**src/inc/ext_exec_pkg.sv**
```systemverilog
// Package of constants for the extended instruction decode and execute block
package ext_exec_pkg;
	localparam int          ADDR_W      = 12;
	localparam int          DATA_W      = 8;
	localparam int          PC_W        = 21;
	localparam int          INSTR_W     = 16;
	// Opcode fields
	localparam logic [7:0]  OP_ADD_PTR  = 8'hE8;
	localparam logic [7:0]  OP_SUB_PTR  = 8'hE9;
	localparam logic [7:0]  OP_PUSH_LIT = 8'hEA;
	localparam logic [7:0]  OP_MOVE_IDX = 8'hEB;
	localparam logic [3:0]  OP_SECOND   = 4'hF;
	localparam logic [15:0] OP_CALL_W   = 16'h0014;
	localparam logic [1:0]  PTR_RETURN  = 2'h3;
	// Indirect-access registers in the data space
	localparam logic [11:0] INDIRECT_LO = 12'hFDB;
	localparam logic [11:0] INDIRECT_HI = 12'hFEF;
	localparam logic [11:0] PTR_RESET   = 12'h000;
	localparam logic [PC_W-1:0] PC_STEP = 21'h00_0002;
	// Instruction-cycle state
	typedef enum logic [3:0] {
		ST_IDLE  = 4'b0001,
		ST_FLUSH = 4'b0010,
		ST_MOVEF = 4'b0100,
		ST_MOVES = 4'b1000
	} exec_state_t;
endpackage

```
**src/extended_instruction_exec.sv**
```systemverilog
// Decode and execute logic for the eight-instruction extension of an 8-bit core
`timescale 1ns/1ps
// Functional notes
// RULE_01: Add-literal with pointer 0..2 adds 6-bit literal to pointer, one cycle.
// RULE_02: Add-literal with field 11 adds to pointer 2 then returns from stack top.
// RULE_03: Add/subtract-and-return take two cycles, second a forced no-operation.
// RULE_04: Subtract-literal with pointer 0..2 subtracts 6-bit literal, one cycle.
// RULE_05: Subtract-literal with field 11 subtracts from pointer 2 then returns.
// RULE_06: Call via working register pushes next address, loads counter from latches.
// RULE_07: Call via working register takes two cycles, second a no-operation.
// RULE_08: Call via working register saves no working, status or bank register.
// RULE_09: Indexed-to-file move: source pointer 2 plus offset, 12-bit destination.
// RULE_10: Indexed-to-indexed move: both addresses pointer 2 plus 7-bit offsets.
// RULE_11: Computed move addresses cover the full 4096-byte data space.
// RULE_12: Software never names counter low or stack top bytes as move destination.
// RULE_13: Move source on an indirect register delivers zero.
// RULE_14: Indexed move destination on indirect register suppresses the write.
// RULE_15: Push-literal writes literal at pointer 2, then decrements pointer 2.
// RULE_16: Extension acts only when enable bit set; default disabled.
// RULE_17: No extension instruction modifies any status flag.
// RULE_18: Pointer arithmetic uses full pointer width with carry into high byte.
module extended_instruction_exec
	import ext_exec_pkg::*;
(
	// Clock and reset
	input  wire logic                           sys_clk_i,
	input  wire logic                           sys_rst_i,
	// Configuration and instruction stream
	input  wire logic                           ext_enable_i,
	input  wire logic                           instr_valid_i,
	input  wire logic [ext_exec_pkg::INSTR_W-1:0] instr_i,
	// Core state
	input  wire logic [ext_exec_pkg::PC_W-1:0]  pc_i,
	input  wire logic [ext_exec_pkg::DATA_W-1:0] working_register_i,
	input  wire logic [ext_exec_pkg::DATA_W-1:0] counter_latch_high_i,
	input  wire logic [ext_exec_pkg::DATA_W-1:0] counter_latch_upper_i,
	input  wire logic [ext_exec_pkg::PC_W-1:0]  return_stack_top_i,
	// Data memory read answer
	input  wire logic [ext_exec_pkg::DATA_W-1:0] mem_rdata_i,
	// File-select pointers
	output logic [ext_exec_pkg::ADDR_W-1:0]     ptr0_o,
	output logic [ext_exec_pkg::ADDR_W-1:0]     ptr1_o,
	output logic [ext_exec_pkg::ADDR_W-1:0]     frame_pointer_two_o,
	// Program counter and return stack
	output logic                                pc_load_o,
	output logic [ext_exec_pkg::PC_W-1:0]       pc_value_o,
	output logic                                stack_push_o,
	output logic [ext_exec_pkg::PC_W-1:0]       stack_push_value_o,
	output logic                                stack_pop_o,
	// Data memory
	output logic                                mem_rd_o,
	output logic [ext_exec_pkg::ADDR_W-1:0]     mem_raddr_o,
	output logic                                mem_wr_o,
	output logic [ext_exec_pkg::ADDR_W-1:0]     mem_waddr_o,
	output logic [ext_exec_pkg::DATA_W-1:0]     mem_wdata_o,
	// Pipeline status
	output logic                                ext_hit_o,
	output logic                                busy_o,
	output logic                                flags_write_o
);

	exec_state_t                state_q;
	logic                       enable_meta_q;
	logic                       enable_q;
	logic [ADDR_W-1:0]          ptr_q [3];
	logic [DATA_W-1:0]          move_data_q;
	logic [ADDR_W-1:0]          src_addr;
	logic [ADDR_W-1:0]          dst_addr;
	logic                       is_add;
	logic                       is_sub;
	logic                       is_push;
	logic                       is_move;
	logic                       is_call;
	logic                       is_return;
	logic [1:0]                 sel;
	logic [ADDR_W-1:0]          lit6;
	logic                       first_ok;
	// Source byte as it leaves the read stage, already cleared for indirect registers
	logic [DATA_W-1:0]          src_byte;
	logic                       src_indirect;

	// Enable strap comes from configuration, so it is synchronised
	// The extension resets to disabled and waits for two clean samples
	always_ff @(posedge sys_clk_i or posedge sys_rst_i) begin
		if (sys_rst_i) begin
			enable_meta_q <= 1'b0;
			enable_q      <= 1'b0; // RULE_16
		end else begin
			enable_meta_q <= ext_enable_i;
			enable_q      <= enable_meta_q;
		end
	end

	// Decode of first words, only while idle and enabled
	// A busy cycle refuses every word, so a second move word never decodes as a first
	assign first_ok  = instr_valid_i && enable_q && (state_q == ST_IDLE); // RULE_16
	assign sel       = instr_i[7:6];
	assign lit6      = {6'h00, instr_i[5:0]};
	assign is_add    = first_ok && (instr_i[15:8] == OP_ADD_PTR);
	assign is_sub    = first_ok && (instr_i[15:8] == OP_SUB_PTR);
	assign is_push   = first_ok && (instr_i[15:8] == OP_PUSH_LIT);
	assign is_move   = first_ok && (instr_i[15:8] == OP_MOVE_IDX);
	assign is_call   = first_ok && (instr_i == OP_CALL_W);
	// Pointer field 11 turns add and subtract into their returning forms
	assign is_return = (is_add || is_sub) && (sel == PTR_RETURN); // RULE_02 RULE_05
	assign ext_hit_o = is_add || is_sub || is_push || is_move || is_call;
	assign busy_o    = (state_q != ST_IDLE);
	assign flags_write_o = 1'b0; // RULE_17 RULE_08

	// Source is pointer 2 plus offset, 12-bit wrap covers whole data space
	assign src_addr = ptr_q[2] + {5'h00, instr_i[6:0]}; // RULE_09 RULE_11
	// Second word destination: absolute or pointer 2 plus offset
	assign dst_addr = (state_q == ST_MOVEF) ? instr_i[11:0]
		: ptr_q[2] + {5'h00, instr_i[6:0]}; // RULE_10 RULE_11

	// Instruction-cycle sequencing
	// Returns and calls spend one flush cycle: the word fetched behind them is dropped
	// while the core fetches from the new target
	always_ff @(posedge sys_clk_i or posedge sys_rst_i) begin
		if (sys_rst_i) begin
			state_q <= ST_IDLE;
		end else begin
			case (state_q)
				ST_IDLE: begin
					if (is_return || is_call)
						state_q <= ST_FLUSH; // RULE_03 RULE_07
					else if (is_move)
						state_q <= instr_i[7] ? ST_MOVES : ST_MOVEF;
				end
				ST_FLUSH: state_q <= ST_IDLE;
				// Any valid word ends a move; a malformed one writes nothing
				ST_MOVEF, ST_MOVES: begin
					if (instr_valid_i)
						state_q <= ST_IDLE;
				end
				default: state_q <= ST_IDLE;
			endcase
		end
	end

	// Pointer updates at full width, carry reaches the high part
	// Twelve bits match the data space, so pointer sums wrap with no bank limit
	for (genvar i = 0; i < 3; i++) begin : g_ptr
		always_ff @(posedge sys_clk_i or posedge sys_rst_i) begin
			if (sys_rst_i) begin
				ptr_q[i] <= PTR_RESET;
			end else if (is_add && (sel == 2'(i) || (is_return && i == 2))) begin
				ptr_q[i] <= ptr_q[i] + lit6; // RULE_01 RULE_02 RULE_18
			end else if (is_sub && (sel == 2'(i) || (is_return && i == 2))) begin
				ptr_q[i] <= ptr_q[i] - lit6; // RULE_04 RULE_05 RULE_18
			end else if (is_push && i == 2) begin
				ptr_q[i] <= ptr_q[i] - 12'h001; // RULE_15
			end
		end
	end
	// Pointer outputs straight from the flops
	assign ptr0_o              = ptr_q[0];
	assign ptr1_o              = ptr_q[1];
	assign frame_pointer_two_o = ptr_q[2];

	// Source byte: the live answer while the read stands, the held copy afterwards.
	// Taking the live answer lets a second word that follows at once write the fresh byte.
	assign src_indirect = (mem_raddr_o >= INDIRECT_LO) && (mem_raddr_o <= INDIRECT_HI);
	assign src_byte     = src_indirect ? 8'h00 // RULE_13
		: (mem_rd_o ? mem_rdata_i : move_data_q);

	// Held source byte for a second word that arrives late
	always_ff @(posedge sys_clk_i or posedge sys_rst_i) begin
		if (sys_rst_i)
			move_data_q <= 8'h00;
		else if (mem_rd_o)
			move_data_q <= src_byte;
	end

	// Registered outputs to counter, stack and memory
	// The call only pushes and loads the counter; no core register is saved or restored
	always_ff @(posedge sys_clk_i or posedge sys_rst_i) begin
		if (sys_rst_i) begin
			pc_load_o          <= 1'b0;
			pc_value_o         <= '0;
			stack_push_o       <= 1'b0;
			stack_push_value_o <= '0;
			stack_pop_o        <= 1'b0;
			mem_rd_o           <= 1'b0;
			mem_raddr_o        <= '0;
			mem_wr_o           <= 1'b0;
			mem_waddr_o        <= '0;
			mem_wdata_o        <= 8'h00;
		end else begin
			pc_load_o    <= is_return || is_call;
			stack_pop_o  <= is_return; // RULE_02 RULE_05
			stack_push_o <= is_call; // RULE_06
			mem_rd_o     <= is_move;
			mem_wr_o     <= 1'b0;
			if (is_return)
				pc_value_o <= return_stack_top_i;
			else if (is_call) begin
				pc_value_o         <= {counter_latch_upper_i[4:0], counter_latch_high_i,
					working_register_i}; // RULE_06
				stack_push_value_o <= pc_i + PC_STEP;
			end
			if (is_move)
				mem_raddr_o <= src_addr;
			// Push writes at the old pointer 2; the pointer steps down at the same edge
			if (is_push) begin
				mem_wr_o    <= 1'b1; // RULE_15
				mem_waddr_o <= ptr_q[2];
				mem_wdata_o <= instr_i[7:0];
			end else if (instr_valid_i && instr_i[15:12] == OP_SECOND
				&& (state_q == ST_MOVEF || state_q == ST_MOVES)) begin
				// Indexed destination on an indirect register becomes a no-operation
				mem_wr_o    <= !(state_q == ST_MOVES && dst_addr >= INDIRECT_LO
					&& dst_addr <= INDIRECT_HI); // RULE_14
				mem_waddr_o <= dst_addr; // RULE_09 RULE_10
				mem_wdata_o <= src_byte; // RULE_13
			end
		end
	end

endmodule // extended_instruction_exec

```
**config.mk**
```make
export PLATFORM = sky130hd
export DESIGN_NAME = extended_instruction_exec
export DESIGN_NICKNAME = d
export VERILOG_FILES = /design/src/inc/ext_exec_pkg.sv /design/src/extended_instruction_exec.sv
export SDC_FILE = /design/constraint.sdc
export NUM_CORES = 1
export LEC_CHECK = 0
export BUFFER_PORTS_ARGS = -buffer_cell sky130_fd_sc_hd__buf_2
export CORE_UTILIZATION = 49
export CTS_BUF_LIST = sky130_fd_sc_hd__clkbuf_4
export DETAILED_ROUTE_END_ITERATION = 12
export PLACE_DENSITY = 0.83
export SLEW_MARGIN = 0
export SYNTH_ARGS = -nofsm -noshare
export SYNTH_HDL_FRONTEND = slang
export SYNTH_SLANG_ARGS = --single-unit
```
**constraint.sdc**
```tcl
create_clock -name sys_clk_i -period 4.05 [get_ports sys_clk_i]
set_input_delay 0.2025 -clock sys_clk_i [delete_from_list [all_inputs] [get_ports sys_clk_i]]
set_output_delay 0.2025 -clock sys_clk_i [all_outputs]
set_load 0.005 [all_outputs]
```
==> metrics.md, run 1 <==
| Metric | Value |
|---|---|
| GPL Wtd Cong | 0.8865 |
| Critical setup path kind | reg -> reg |
| Final worst slack | -0.03639 ns |
| Number of standard-cell rows in the floorplan | 45 |
| Sequential element share of the synthesized area | 42.10% |
| Max-cap violations | 0 |
| Overflow left after global routing | 0 |
| Max-slew violation total from the final report | 0 |
| Share of cell area taken by muxes after synthesis | 2.724% |
| Switching share of total power | 29.82% |
| Cell leakage power | 5.172 nW |
| Antenna violations before repair | 1 |
| TNS Setup | -0.03639 ns |
| Most frequent cells in the layout | sky130_fd_sc_hd__buf_2, sky130_fd_sc_hd__nand2_1, sky130_fd_sc_hd__dfrtp_1, sky130_fd_sc_hd__o21ai_0, sky130_fd_sc_hd__dlygate4sd3_1 |
| Flop and latch count out of synthesis | 129 |
| Kind of start point of the critical path | flip-flop |
| Root buf cell | sky130_fd_sc_hd__clkbuf_4 |
| Unique masters post-synth | 58 |
| Worst clock skew | 0.01812 ns |
| Clock-pin slew on the worst setup and hold paths | 0.12 ns |
| Mean post-synth cell area | 8.992 µm² |
| Clock buffers created by TritonCTS | 17 |
| Post-route clock period utilization | 100.9% |
| Data arrival, critical path | 4.52 ns |
| Count of unresolved DRC violations after routing | 0 |
| Gate power share | 19.9% |
| Die Area | 16160 µm² |
| Switching power of the nets | 0.8541 mW |
| Overall die width | 127.1 µm |
| Half-perimeter wire length after detailed placement | 15190 µm |
| Pre-CTS WS | 0.006649 ns |
| Clock group share of total power | 32.7% |
| Register-to-register setup slack | -0.04 ns |
| Num Clock Sinks | 129 |
| EDFF count, synth | 0 |
| Most instantiated flip-flop cell in the synthesis netlist | sky130_fd_sc_hd__dfrtp_1 |
| Run status | finished with violations |
| Combinational family with the most area after synthesis | simple AND/OR/NAND/NOR gates |
| Maximum operating frequency | 244.7 MHz |
| Cell area after synthesis | 7670 µm² |
| First drt pass iteration count | 6 |
| Post-route minimum period | 4.086 ns |
| Highest fanout seen on the critical path | 4 |
| Global-route usage over all layers | 28.71% |
| Maximum vdd ir drop | 0.1848 mV |
| Cells after Synth | 853 |
| Area added between synthesis and finish | 32.61% |
| Total detailed-routing wirelength | 22850 µm |
| Relative slew margins | 41.59% |
| Floorplan Core Area | 15260 µm² |
| DR WL/cell | 16.64 µm |
| Number of buffer cells added on primary ports | 207 |
| DR iter-0 viols | 495 |
| Proportion of power drawn by flip-flops and latches | 47.4% |
| Final-layout worst hold slack | 0.05706 ns |
| Post-Route Utilization | 66.66% |
| Internal power | 2.010 mW |
| Layout cells sized above 1 | 26.27% |
| Share of the synthesized area in compound gates (AO/OA/AOI/OAI) | 18.27% |
| I/O Pins | 212 |
| Data required time at the worst endpoint | 4.48 ns |
| Final net count | 1290 |
| Commonest non-fill, non-tap cell in the layout | sky130_fd_sc_hd__buf_2 |
| Maximum number of pins on one net before global-route repair | 51 |
| Count of synthesis-stage warnings from yosys | 0 |
| CTS tree | done |
| Clock insertion delay at the later pin of the skew report | 0.56 ns |
| Initial core utilization | 50.27% |
| Syn Nets | 994 |
| Maximum clock path buffer count | 2 |
| Violated checks | setup timing |
| Worst hold path type | in -> reg |
| Post-route total power | 2.864 mW |
| Slew @ Worst Pin | 0.8739 ns |
| DIE HEIGHT | 127.1 µm |
| Number of global-route vias before repair | 7626 |
| Critical Path End Type | flip-flop |
| First-pass GRT wire length | 36590 µm |
| Adder and majority gate portion of the synthesized area | 8.059% |
| Power density over cell area | 281.6 nW/µm² |
| Hold Fails Final Rpt | 0 |
| Post-detailed-route count of antenna-violating nets | 0 |
| Post-Synth XOR/XNOR Area | 7.537% |
| Final Setup Violations | 1 |
| Setup repair after global routing missed its margin | yes |
| Async S/R FF share, synth | 100.0% |
| Via count | 7656 |
| Via density per instance | 5.576 |
| Simple-gate area share of the yosys netlist | 18.32% |
| Total number of H-tree levels | 4 |
-- state kept, by name, summed over array words and instances, names as in the netlist --
name / cells
enable_meta_q: 1
enable_q: 1
frame_pointer_two_o: 12
mem_raddr_o: 12
mem_rd_o: 1
mem_waddr_o: 12
mem_wdata_o: 8
mem_wr_o: 1
move_data_q: 8
pc_load_o: 1
pc_value_o: 21
ptr0_o: 12
ptr1_o: 12
stack_pop_o: 1
stack_push_o: 1
stack_push_value_o: 21
state_q: 4
-- path summary, 6_finish.rpt --
check	cells after the start	startpoint	end
worst max-delay path	19	state_q[0]	frame_pointer_two_o[11]
worst min-delay path	3	instr_i[3]	mem_wdata_o[3]
worst max register to register	19	state_q[0]	frame_pointer_two_o[11]
worst min register to register	0	enable_meta_q	enable_q
max in group asynchronous	4	sys_rst_i	state_q[0]
min in group asynchronous	3	sys_rst_i	pc_value_o[0]
-- power by group through the flow --
stage	Combinational (mW)	Clock (mW)	Sequential (mW)
after floorplan	0.327	0	1.37
after global placement	0.475	0	1.38
after detailed placement	0.491	0	1.38
after CTS	0.538	0.962	1.36
after global routing	0.629	1.01	1.36
final	0.570	0.935	1.36
-- Yosys cell counts, types with 4 or more instances --
cell type | n | area [µm²]
sky130_fd_sc_hd__nor2b_1 | 4 | 25.02
sky130_fd_sc_hd__buf_2 | 12 | 60.06
sky130_fd_sc_hd__xor2_1 | 33 | 289.0
sky130_fd_sc_hd__nand4_1 | 5 | 31.28
sky130_fd_sc_hd__a22oi_1 | 30 | 225.2
sky130_fd_sc_hd__o21bai_1 | 5 | 37.54
sky130_fd_sc_hd__fa_1 | 4 | 80.08
sky130_fd_sc_hd__clkbuf_1 | 20 | 75.07
sky130_fd_sc_hd__nor2_1 | 69 | 259.0
sky130_fd_sc_hd__nand3_1 | 19 | 95.09
sky130_fd_sc_hd__o21ai_0 | 82 | 410.4
sky130_fd_sc_hd__nor3_1 | 14 | 70.07
sky130_fd_sc_hd__nand2_1 | 142 | 533.0
sky130_fd_sc_hd__xnor2_1 | 33 | 289.0
sky130_fd_sc_hd__and3_1 | 13 | 81.33
sky130_fd_sc_hd__a21o_1 | 8 | 60.06
sky130_fd_sc_hd__o21a_1 | 9 | 67.56
sky130_fd_sc_hd__mux2i_1 | 4 | 40.04
sky130_fd_sc_hd__a21oi_1 | 54 | 270.3
sky130_fd_sc_hd__ha_1 | 43 | 538.0
sky130_fd_sc_hd__o31ai_1 | 5 | 37.54
sky130_fd_sc_hd__a211oi_1 | 21 | 157.7
sky130_fd_sc_hd__nand2b_1 | 19 | 118.9
sky130_fd_sc_hd__mux2_2 | 15 | 168.9
sky130_fd_sc_hd__dfrtp_1 | 128 | 3203
sky130_fd_sc_hd__inv_1 | 17 | 63.81
sky130_fd_sc_hd__nor4_1 | 4 | 25.02
-- cells by family after synthesis --
logic type      Yosys count
simple gates            308
compound gates          230
flops                   129
xor+xnor                 66
buf+inv                  53
fa+ha+maj                47
mux                      19
other cells               1
-- cell type report --
cell class / count / area (µm²)
fillers: 1177 / 5087
multi-input cells: 671 / 4298
flip-flops and latches: 129 / 3229
repair buffers: 312 / 2014
well taps: 211 / 264.0
clock inverters: 14 / 165.2
clock buffers: 17 / 127.6
inverters: 18 / 70.07
diodes: 1 / 2.502
-- critical path, stage by stage, from the launching register on --
cell	delay, ns
sky130_fd_sc_hd__dfstp_2	0.55
sky130_fd_sc_hd__or4b_4	0.51
sky130_fd_sc_hd__nor3_4	0.19
sky130_fd_sc_hd__and2_4	0.18
sky130_fd_sc_hd__nand3_1	0.08
sky130_fd_sc_hd__ha_2	0.22
sky130_fd_sc_hd__buf_4	0.14
sky130_fd_sc_hd__nand2_2	0.07
sky130_fd_sc_hd__a21oi_2	0.06
sky130_fd_sc_hd__a211oi_1	0.28
sky130_fd_sc_hd__a211oi_1	0.11
sky130_fd_sc_hd__ha_2	0.38
sky130_fd_sc_hd__o21a_1	0.13
sky130_fd_sc_hd__nor2_1	0.04
sky130_fd_sc_hd__o311a_1	0.36
sky130_fd_sc_hd__o21bai_1	0.20
sky130_fd_sc_hd__a21oi_2	0.10
sky130_fd_sc_hd__xor2_1	0.17
sky130_fd_sc_hd__nor2_2	0.05
sky130_fd_sc_hd__xor2_1	0.16
-- layer usage --
metal	global-route usage, %	vias to the layer above	routed length, µm
li1	-	3579	-
met4	13.24	0	799
met2	47.41	382	10790
met5	0	-	0
met1	35.68	3622	9491
met3	6.910	73	1770
-- through the flow --
stage	instances	area [µm²]
finish	1373	10170
global route	1373	10170
CTS	1368	10060
detailed placement	1261	9002
global placement	1261	9002
floorplan	853	7670
-- what timing repair did --
item | CTS | global route
setup endpoints to repair | 2 | 6
gates resized for setup | 2 | 20
endpoints found under the hold margin | 103 | 0
hold buffers | 76 | 0
buffers inserted | 0 | 4
pin swaps | 0 | 9
(Power assumes the default switching activity.)
==> inputs of run 2 (changes only) <==
Settings changed: CORE_UTILIZATION 49 to 55, PLACE_DENSITY 0.83 to 0.87.
Clock period 4.05 ns to 4.66 ns, I/O delays scaled along.
==> run 2 against run 1 <==
Against the previous run:
- the run now ends clean
- setup slack better by 0.33 ns
- hold slack lost 0.0023 ns
- global-route usage rose by 4.0 points
==> metrics.md, run 2 (synthesis gave the netlist of run 1 again) <==
| Metric | Value |
|---|---|
| Run status | finished clean (was finished with violations) |
| Total detailed-routing wirelength | 22520 µm (was 22850 µm) |
| Commonest non-fill, non-tap cell in the layout | sky130_fd_sc_hd__buf_2 (unchanged) |
| Met3 wire len | 1993 µm (was 1770 µm) |
| I/O Pins | 212 (unchanged) |
| CTS tree | done (unchanged) |
| Critical setup path kind | reg -> reg (unchanged) |
| Critical path origin | state_q[0] (unchanged) |
| DR WL/cell | 17.06 µm (was 16.64 µm) |
| Critical Path Slowest Stage Cell | sky130_fd_sc_hd__a2111oi_0 (was sky130_fd_sc_hd__dfstp_2) |
| Final Setup Violations | 0 (was 1) |
| First drt pass iteration count | 7 (was 6) |
| Slowest Stage Delay on Critical Path | 0.69 ns (was 0.55 ns) |
| Clock insertion delay at the later pin of the skew report | 0.56 ns (about the same) |
| Total number of H-tree levels | 4 (unchanged) |
| Setup repair after global routing missed its margin | no (was yes) |
| Max-slew violation total from the final report | 0 (unchanged) |
| DR iter-0 viols | 642 (was 495) |
| Most used cell, CP | sky130_fd_sc_hd__xor2_1 |
| Launch instance of the worst min-delay path | instr_valid_i (was instr_i[3]) |
| Global-route usage over all layers | 32.66% (was 28.71%) |
| Floorplan Core Area | 13400 µm² (was 15260 µm²) |
| Layout cells sized above 1 | 24.10% (was 26.27%) |
| Final net count | 1269 (was 1290) |
| Data required time at the worst endpoint | 5.11 ns (was 4.48 ns) |
| Relative slew margins | 29.80% (was 41.59%) |
| Clock-pin slew on the worst setup and hold paths | 0.12 ns (about the same) |
| Worst hold path type | in -> reg (unchanged) |
| Worst-path cell chain | or4b_4 > nor2_2 > nand4_2 > nor2_4 > mux2_2 > ha_1 > a211oi_1 > o21a_1 > nor3_1 > a2111oi_0 > o21bai_1 > a21oi_1 > xor2_1 > nor2_1 > xor2_1 (was or4b_4 > nor3_4 > and2_4 > nand3_1 > ha_2 > buf_4 > nand2_2 > a21oi_2 > a211oi_1 > a211oi_1 > ha_2 > o21a_1 > nor2_1 > o311a_1 > o21bai_1 > a21oi_2 > xor2_1 > nor2_2 > xor2_1) |
| Post-detailed-route count of antenna-violating nets | 0 (unchanged) |
| Number of buffer cells added on primary ports | 207 (unchanged) |
| Antenna violations before repair | 4 (was 1) |
| Via density per instance | 5.782 (was 5.576) |
| Overall die width | 120.1 µm (was 127.1 µm) |
| Maximum operating frequency | 228.8 MHz (was 244.7 MHz) |
| Maximum number of pins on one net before global-route repair | 86 (was 51) |
| Number of standard-cell rows in the floorplan | 42 (was 45) |
| Number of global-route vias before repair | 7360 (was 7626) |
| Post-route minimum period | 4.371 ns (was 4.086 ns) |
| Max-cap violations | 0 (unchanged) |
| Num Clock Sinks | 129 (unchanged) |
| GPL Wtd Cong | 0.9198 (was 0.8865) |
| Worst reg2reg startpoint | state_q[0] (unchanged) |
| Count of buffering cells on the critical path with inverters included | 0 (was 1) |
| Initial core utilization | 57.24% (was 50.27%) |
| DIE HEIGHT | 120.1 µm (was 127.1 µm) |
| Highest routed metal layer | met5 (was met4) |
| Data arrival, critical path | 4.82 ns (was 4.52 ns) |
| Post-route clock period utilization | 93.79% (was 100.9%) |
| Met1 routed wirelength after detailed routing | 9116 µm (was 9491 µm) |
| Maximum clock path buffer count | 2 (unchanged) |
| Highest fanout seen on the critical path | 6 (was 4) |
| Worst clock skew | 0.01572 ns (was 0.01812 ns) |
| Slew @ Worst Pin | 1.053 ns (was 0.8739 ns) |
| Half-perimeter wire length after detailed placement | 14650 µm (was 15190 µm) |
| Maximum vdd ir drop | 0.1810 mV (was 0.1848 mV) |
| Met2 wirelength from detailed routing | 10610 µm (was 10790 µm) |
| Root buf cell | sky130_fd_sc_hd__clkbuf_4 (unchanged) |
| Clock buffers created by TritonCTS | 17 (unchanged) |
| Die Area | 14420 µm² (was 16160 µm²) |
| Via count | 7632 (was 7656) |
| Largest registers | pc_value_o: 21 flops, stack_push_value_o: 21 flops (unchanged) |
| Count of unresolved DRC violations after routing | 0 (unchanged) |
| Overflow left after global routing | 0 (unchanged) |
| Critical Path End Type | flip-flop (unchanged) |
| Hold Fails Final Rpt | 0 (unchanged) |
| Kind of start point of the critical path | flip-flop (unchanged) |
| Final-layout worst hold slack | 0.05480 ns (was 0.05706 ns) |
| Area added between synthesis and finish | 28.37% (was 32.61%) |
| TNS Setup | 0 ns (was -0.03639 ns) |
| Post-cts repair resize count | 0 (was 2) |
| Most frequent cells in the layout | sky130_fd_sc_hd__buf_2, sky130_fd_sc_hd__nand2_1, sky130_fd_sc_hd__dfrtp_1, sky130_fd_sc_hd__o21ai_0, sky130_fd_sc_hd__dlygate4sd3_1 (unchanged) |
| Power density over cell area | 239.4 nW/µm² (was 281.6 nW/µm²) |
| First-pass GRT wire length | 36450 µm (was 36590 µm) |
| Cell family with most CP delay | compound AO/OA/AOI/OAI gates (unchanged) |
| Cell leakage power | 5.040 nW (was 5.172 nW) |
## run 2: cell count changes in the layout (fill, tap and decap cells not counted), sizes merged
cell,before,now
dlygate4sd3,76,73
buf,236,218
bufinv,3,1
diode,1,3
clkbuf,17,18
clkinv,7,11
inv,19,17
## run 2: path summary, 6_finish.rpt
path / cells after the start / to / slack (ns)
max in group asynchronous: 4 / ptr0_o[5] / 3.05
setup reg to reg: 15 / ptr0_o[11] / 0.29
setup / recovery: 15 / ptr0_o[11] / 0.29
hold reg to reg: 0 / enable_q / 0.38
min in group asynchronous: 3 / stack_push_value_o[13] / 0.46
hold / removal: 4 / state_q[2] / 0.05
## run 2: metal layers
layer	up-vias	track usage [%]
met1	3602	41.45
met4	2	17.27
met2	413	50.97
met3	71	8.650
li1	3544	-
met5	-	0
## run 2: worst register-to-register path, stage by stage, from the launching register on
cell and delay (ns):
sky130_fd_sc_hd__dfstp_2 0.56, sky130_fd_sc_hd__or4b_4 0.51, sky130_fd_sc_hd__nor2_2 0.18, sky130_fd_sc_hd__nand4_2 0.17, sky130_fd_sc_hd__nor2_4 0.20, sky130_fd_sc_hd__mux2_2 0.40, sky130_fd_sc_hd__ha_1 0.30, sky130_fd_sc_hd__a211oi_1 0.32
sky130_fd_sc_hd__o21a_1 0.21, sky130_fd_sc_hd__nor3_1 0.06, sky130_fd_sc_hd__a2111oi_0 0.69, sky130_fd_sc_hd__o21bai_1 0.13, sky130_fd_sc_hd__a21oi_1 0.20, sky130_fd_sc_hd__xor2_1 0.16, sky130_fd_sc_hd__nor2_1 0.06, sky130_fd_sc_hd__xor2_1 0.14
## run 2: power breakdown
group	leakage, nW	switching [mW]	internal, mW
clock	0.133	0.442	0.266
combinational	3.17	0.250	0.218
sequential	1.74	0.0341	1.15
## run 2: what timing repair did
item	4_1_cts	5_1_grt
hold endpoints to repair	135	0
buffers inserted	0	0
endpoints found under the setup margin	0	1
hold buffers	73	0
## run 2: area by class of cell
class | instances | area, µm²
Multi-Input combinational cell | 671 | 4215
Fill cell | 952 | 3555
Sequential cell | 129 | 3229
Timing Repair Buffer | 291 | 1849
Tap cell | 176 | 220.2
Clock buffer | 18 | 135.1
Clock inverter | 14 | 118.9
Inverter | 18 | 70.07
Antenna cell | 3 | 7.507
## run 2: through the flow
| step | instance area, µm² | utilization (%) | power [mW] | cells | setup slack, ns |
|---|---|---|---|---|---|
| finish | 9846 | 73.47 | 2.357 | 1320 | 0.2895 |
| global route | 9846 | 73.47 | 2.477 | 1320 | 0.05770 |
| CTS | 9838 | 73.42 | 2.350 | 1317 | 0.3085 |
| detailed placement | 8853 | 66.07 | 1.622 | 1212 | 0.3144 |
| global placement | 8853 | 66.07 | 1.608 | 1212 | 0.4555 |
| floorplan | 7670 | - | 1.478 | 853 | 0.6858 |
==> inputs of run 3 (changes only) <==
Settings changed: CORE_ASPECT_RATIO set to 1.25.
==> run 3 against run 2 <==
Against the previous run:
- highest routed layer is now met4
- register-to-register slack worse by 0.02 ns
- core utilization decreased by 0.14 points
- largest power group unchanged
- sequential share of layout area about the same
==> metrics.md, run 3 (synthesis gave the netlist of run 1 again) <==
| Metric | Value |
|---|---|
| Proportion of power drawn by flip-flops and latches | 49.0% (was 50.1%) |
| Highest fanout seen on the critical path | 6 (unchanged) |
| Critical setup path kind | reg -> reg (unchanged) |
| Internal power | 1.685 mW (was 1.631 mW) |
| Worst hold path type | in -> reg (unchanged) |
| Post-Route Utilization | 73.33% (was 73.47%) |
| Post-route minimum period | 4.388 ns (was 4.371 ns) |
| I/O Pins | 212 (unchanged) |
| Largest registers | pc_value_o: 21 flops, stack_push_value_o: 21 flops (unchanged) |
| Number of buffer cells added on primary ports | 207 (unchanged) |
| Post-detailed-route count of antenna-violating nets | 0 (unchanged) |
| Maximum vdd ir drop | 0.1361 mV (was 0.1810 mV) |
| DR WL/cell | 16.71 µm (was 17.06 µm) |
| Antenna violations before repair | 1 (was 4) |
| Cell leakage power | 5.039 nW (was 5.040 nW) |
| Die Area | 14420 µm² (about the same) |
| Total number of H-tree levels | 4 (unchanged) |
| Total detailed-routing wirelength | 21890 µm (was 22520 µm) |
| Routing usage on met2 | 54.06% (was 50.97%) |
| Maximum operating frequency | 227.9 MHz (was 228.8 MHz) |
| CTS tree | done (unchanged) |
| Root buf cell | sky130_fd_sc_hd__clkbuf_4 (unchanged) |
| Count of unresolved DRC violations after routing | 0 (unchanged) |
| Hold Fails Final Rpt | 0 (unchanged) |
| Num Clock Sinks | 129 (unchanged) |
| Most used cell, CP | sky130_fd_sc_hd__xor2_1 (unchanged) |
| Pre-CTS WS | 0.3135 ns (was 0.3144 ns) |
| Switching share of total power | 30.05% (was 30.80%) |
| Slew @ Worst Pin | 0.9791 ns (was 1.053 ns) |
| Layout cells sized above 1 | 24.43% (was 24.10%) |
| Clock-pin slew on the worst setup and hold paths | 0.12 ns (about the same) |
| Number of standard-cell rows in the floorplan | 47 (was 42) |
| Area added between synthesis and finish | 28.19% (was 28.37%) |
| Relative slew margins | 34.72% (was 29.80%) |
| Power density over cell area | 244.9 nW/µm² (was 239.4 nW/µm²) |
| Post-route clock period utilization | 94.16% (was 93.79%) |
| Setup repair after global routing missed its margin | no (unchanged) |
| TNS Setup | 0 ns (unchanged) |
| Most frequent cells in the layout | sky130_fd_sc_hd__buf_2, sky130_fd_sc_hd__nand2_1, sky130_fd_sc_hd__dfrtp_1, sky130_fd_sc_hd__o21ai_0 (was sky130_fd_sc_hd__buf_2, sky130_fd_sc_hd__nand2_1, sky130_fd_sc_hd__dfrtp_1, sky130_fd_sc_hd__o21ai_0, sky130_fd_sc_hd__dlygate4sd3_1) |
| Data required time at the worst endpoint | 5.09 ns (was 5.11 ns) |
| Critical Path Slowest Stage Cell | sky130_fd_sc_hd__a2111oi_0 (unchanged) |
| Max-cap violations | 0 (unchanged) |
| Final-layout worst hold slack | 0.04511 ns (was 0.05480 ns) |
| Overall die width | 107.6 µm (was 120.1 µm) |
| Number of global-route vias before repair | 7557 (was 7360) |
| Post-route total power | 2.408 mW (was 2.357 mW) |
| Switching power of the nets | 0.7236 mW (was 0.7257 mW) |
| Clock insertion delay at the later pin of the skew report | 0.53 ns (was 0.56 ns) |
| DIE HEIGHT | 134.0 µm (was 120.1 µm) |
| First-pass GRT wire length | 35230 µm (was 36450 µm) |
| Via density per instance | 5.767 (was 5.782) |
| Run status | finished clean (unchanged) |
| Maximum number of pins on one net before global-route repair | 51 (was 86) |
| Max-slew violation total from the final report | 0 (unchanged) |
| GPL Wtd Cong | 0.8781 (was 0.9198) |
| Gate power share | 19.3% (was 19.9%) |
| Floorplan Core Area | 13410 µm² (was 13400 µm²) |
| Met3 usage in global routing | 6.511% (was 8.650%) |
| Final net count | 1266 (was 1269) |
| First drt pass iteration count | 5 (was 7) |
| GR Layer Usage met1 | 35.85% (was 41.45%) |
| Overflow left after global routing | 0 (unchanged) |
| Fill cells | 947 (was 952) |
| Commonest non-fill, non-tap cell in the layout | sky130_fd_sc_hd__buf_2 (unchanged) |
| Kind of start point of the critical path | flip-flop (unchanged) |
| Via count | 7555 (was 7632) |
| DR iter-0 viols | 605 (was 642) |
| Final Setup Violations | 0 (unchanged) |
| Half-perimeter wire length after detailed placement | 14700 µm (was 14650 µm) |
| Global-route usage over all layers | 31.26% (was 32.66%) |
| Data arrival, critical path | 4.82 ns (about the same) |
| Slowest Stage Delay on Critical Path | 0.69 ns (about the same) |
| Worst clock skew | 0.01803 ns (was 0.01572 ns) |
| Final worst slack | 0.2722 ns (was 0.2895 ns) |
| Maximum clock path buffer count | 2 (unchanged) |
| Clock group share of total power | 31.7% (was 30.0%) |
| Clock buffers created by TritonCTS | 17 (unchanged) |
| Critical Path End Type | flip-flop (unchanged) |
| Layer with the highest usage | met2 (unchanged) |
| Initial core utilization | 57.20% (was 57.24%) |
| Worst-path cell chain | or4b_4 > nor2_2 > nand4_2 > nor2_4 > mux2_2 > ha_1 > a211oi_1 > o21a_1 > nor3_1 > a2111oi_0 > o21bai_1 > a21oi_1 > xor2_1 > nor2_1 > xor2_1 (unchanged) |
run 3: changes by cell type in the layout (fill, tap and decap cells not counted), sizes merged:
| cell | delta |
|---|---|
| buf | +1 |
| inv | +1 |
| diode | -2 |
| dlygate4sd3 | -4 |
| clkinv | -2 |
| bufinv | +1 |
run 3: metal layers:
metal	part of all wire [%]	vias to the layer above
met5	0	-
met4	4.4	0
met3	6.9	96
met2	50	365
met1	38	3542
li1	-	3552
run 3: worst paths after layout:
path / startpoint / to / slack [ns] / cells past startpoint
max: state_q[2] / ptr0_o[11] / 0.27 / 15
min: pc_i[12] / stack_push_value_o[12] / 0.05 / 3
max reg2reg: state_q[2] / ptr0_o[11] / 0.27 / 15
min reg2reg: enable_meta_q / enable_q / 0.37 / 0
max in group asynchronous: sys_rst_i / ptr1_o[9] / 3.32 / 4
min in group asynchronous: sys_rst_i / pc_value_o[19] / 0.30 / 3
run 3: through the flow:
stage | cell area (µm²) | cells
after floorplan | 7670 | 853
after CTS | 9821 | 1309
after detailed placement | 8855 | 1208
final | 9832 | 1310
after global routing | 9832 | 1310
after global placement | 8855 | 1208
run 3: critical path, delay by kind of cell, from the launching register on:
kind | cells | cell delay [ns]
and+or+nand+nor | 6 | 1.33
muxes | 1 | 0.39
AOI/OAI and AO/OA | 5 | 1.49
DFF | 1 | 0.47
xor gates and xnor gates | 2 | 0.31
adders and majority gates | 1 | 0.30
run 3: repair_timing:
action | CTS | global route
hold buffers | 69 | 0
resized for setup | 0 | 2
setup buffers | 0 | 0
endpoints found under the hold margin | 82 | 0
setup endpoints to repair | 0 | 1
run 3: layout make-up:
| class | instances | area, µm² | share of cell area [%] |
|---|---|---|---|
| multi-input cells | 671 | 4224 | 42.96 |
| flip-flops and latches | 129 | 3229 | 32.85 |
| repair buffers | 288 | 1817 | 18.48 |
| well taps | 171 | 214.0 | 2.176 |
| clock inverters | 14 | 140.1 | 1.425 |
| clock buffers | 18 | 135.1 | 1.374 |
| inverters | 18 | 70.07 | 0.7126 |
| diodes | 1 | 2.502 | 0.02545 |
run 3: power groups by stage:
stage	sequential (mW)	clock [mW]	combinational, mW
5_1_grt	1.18	0.820	0.519
3_3_place_gp	1.20	0	0.409
6_report	1.18	0.764	0.465
3_5_place_dp	1.20	0	0.422
2_1_floorplan	1.19	0	0.284
4_1_cts	1.18	0.779	0.455
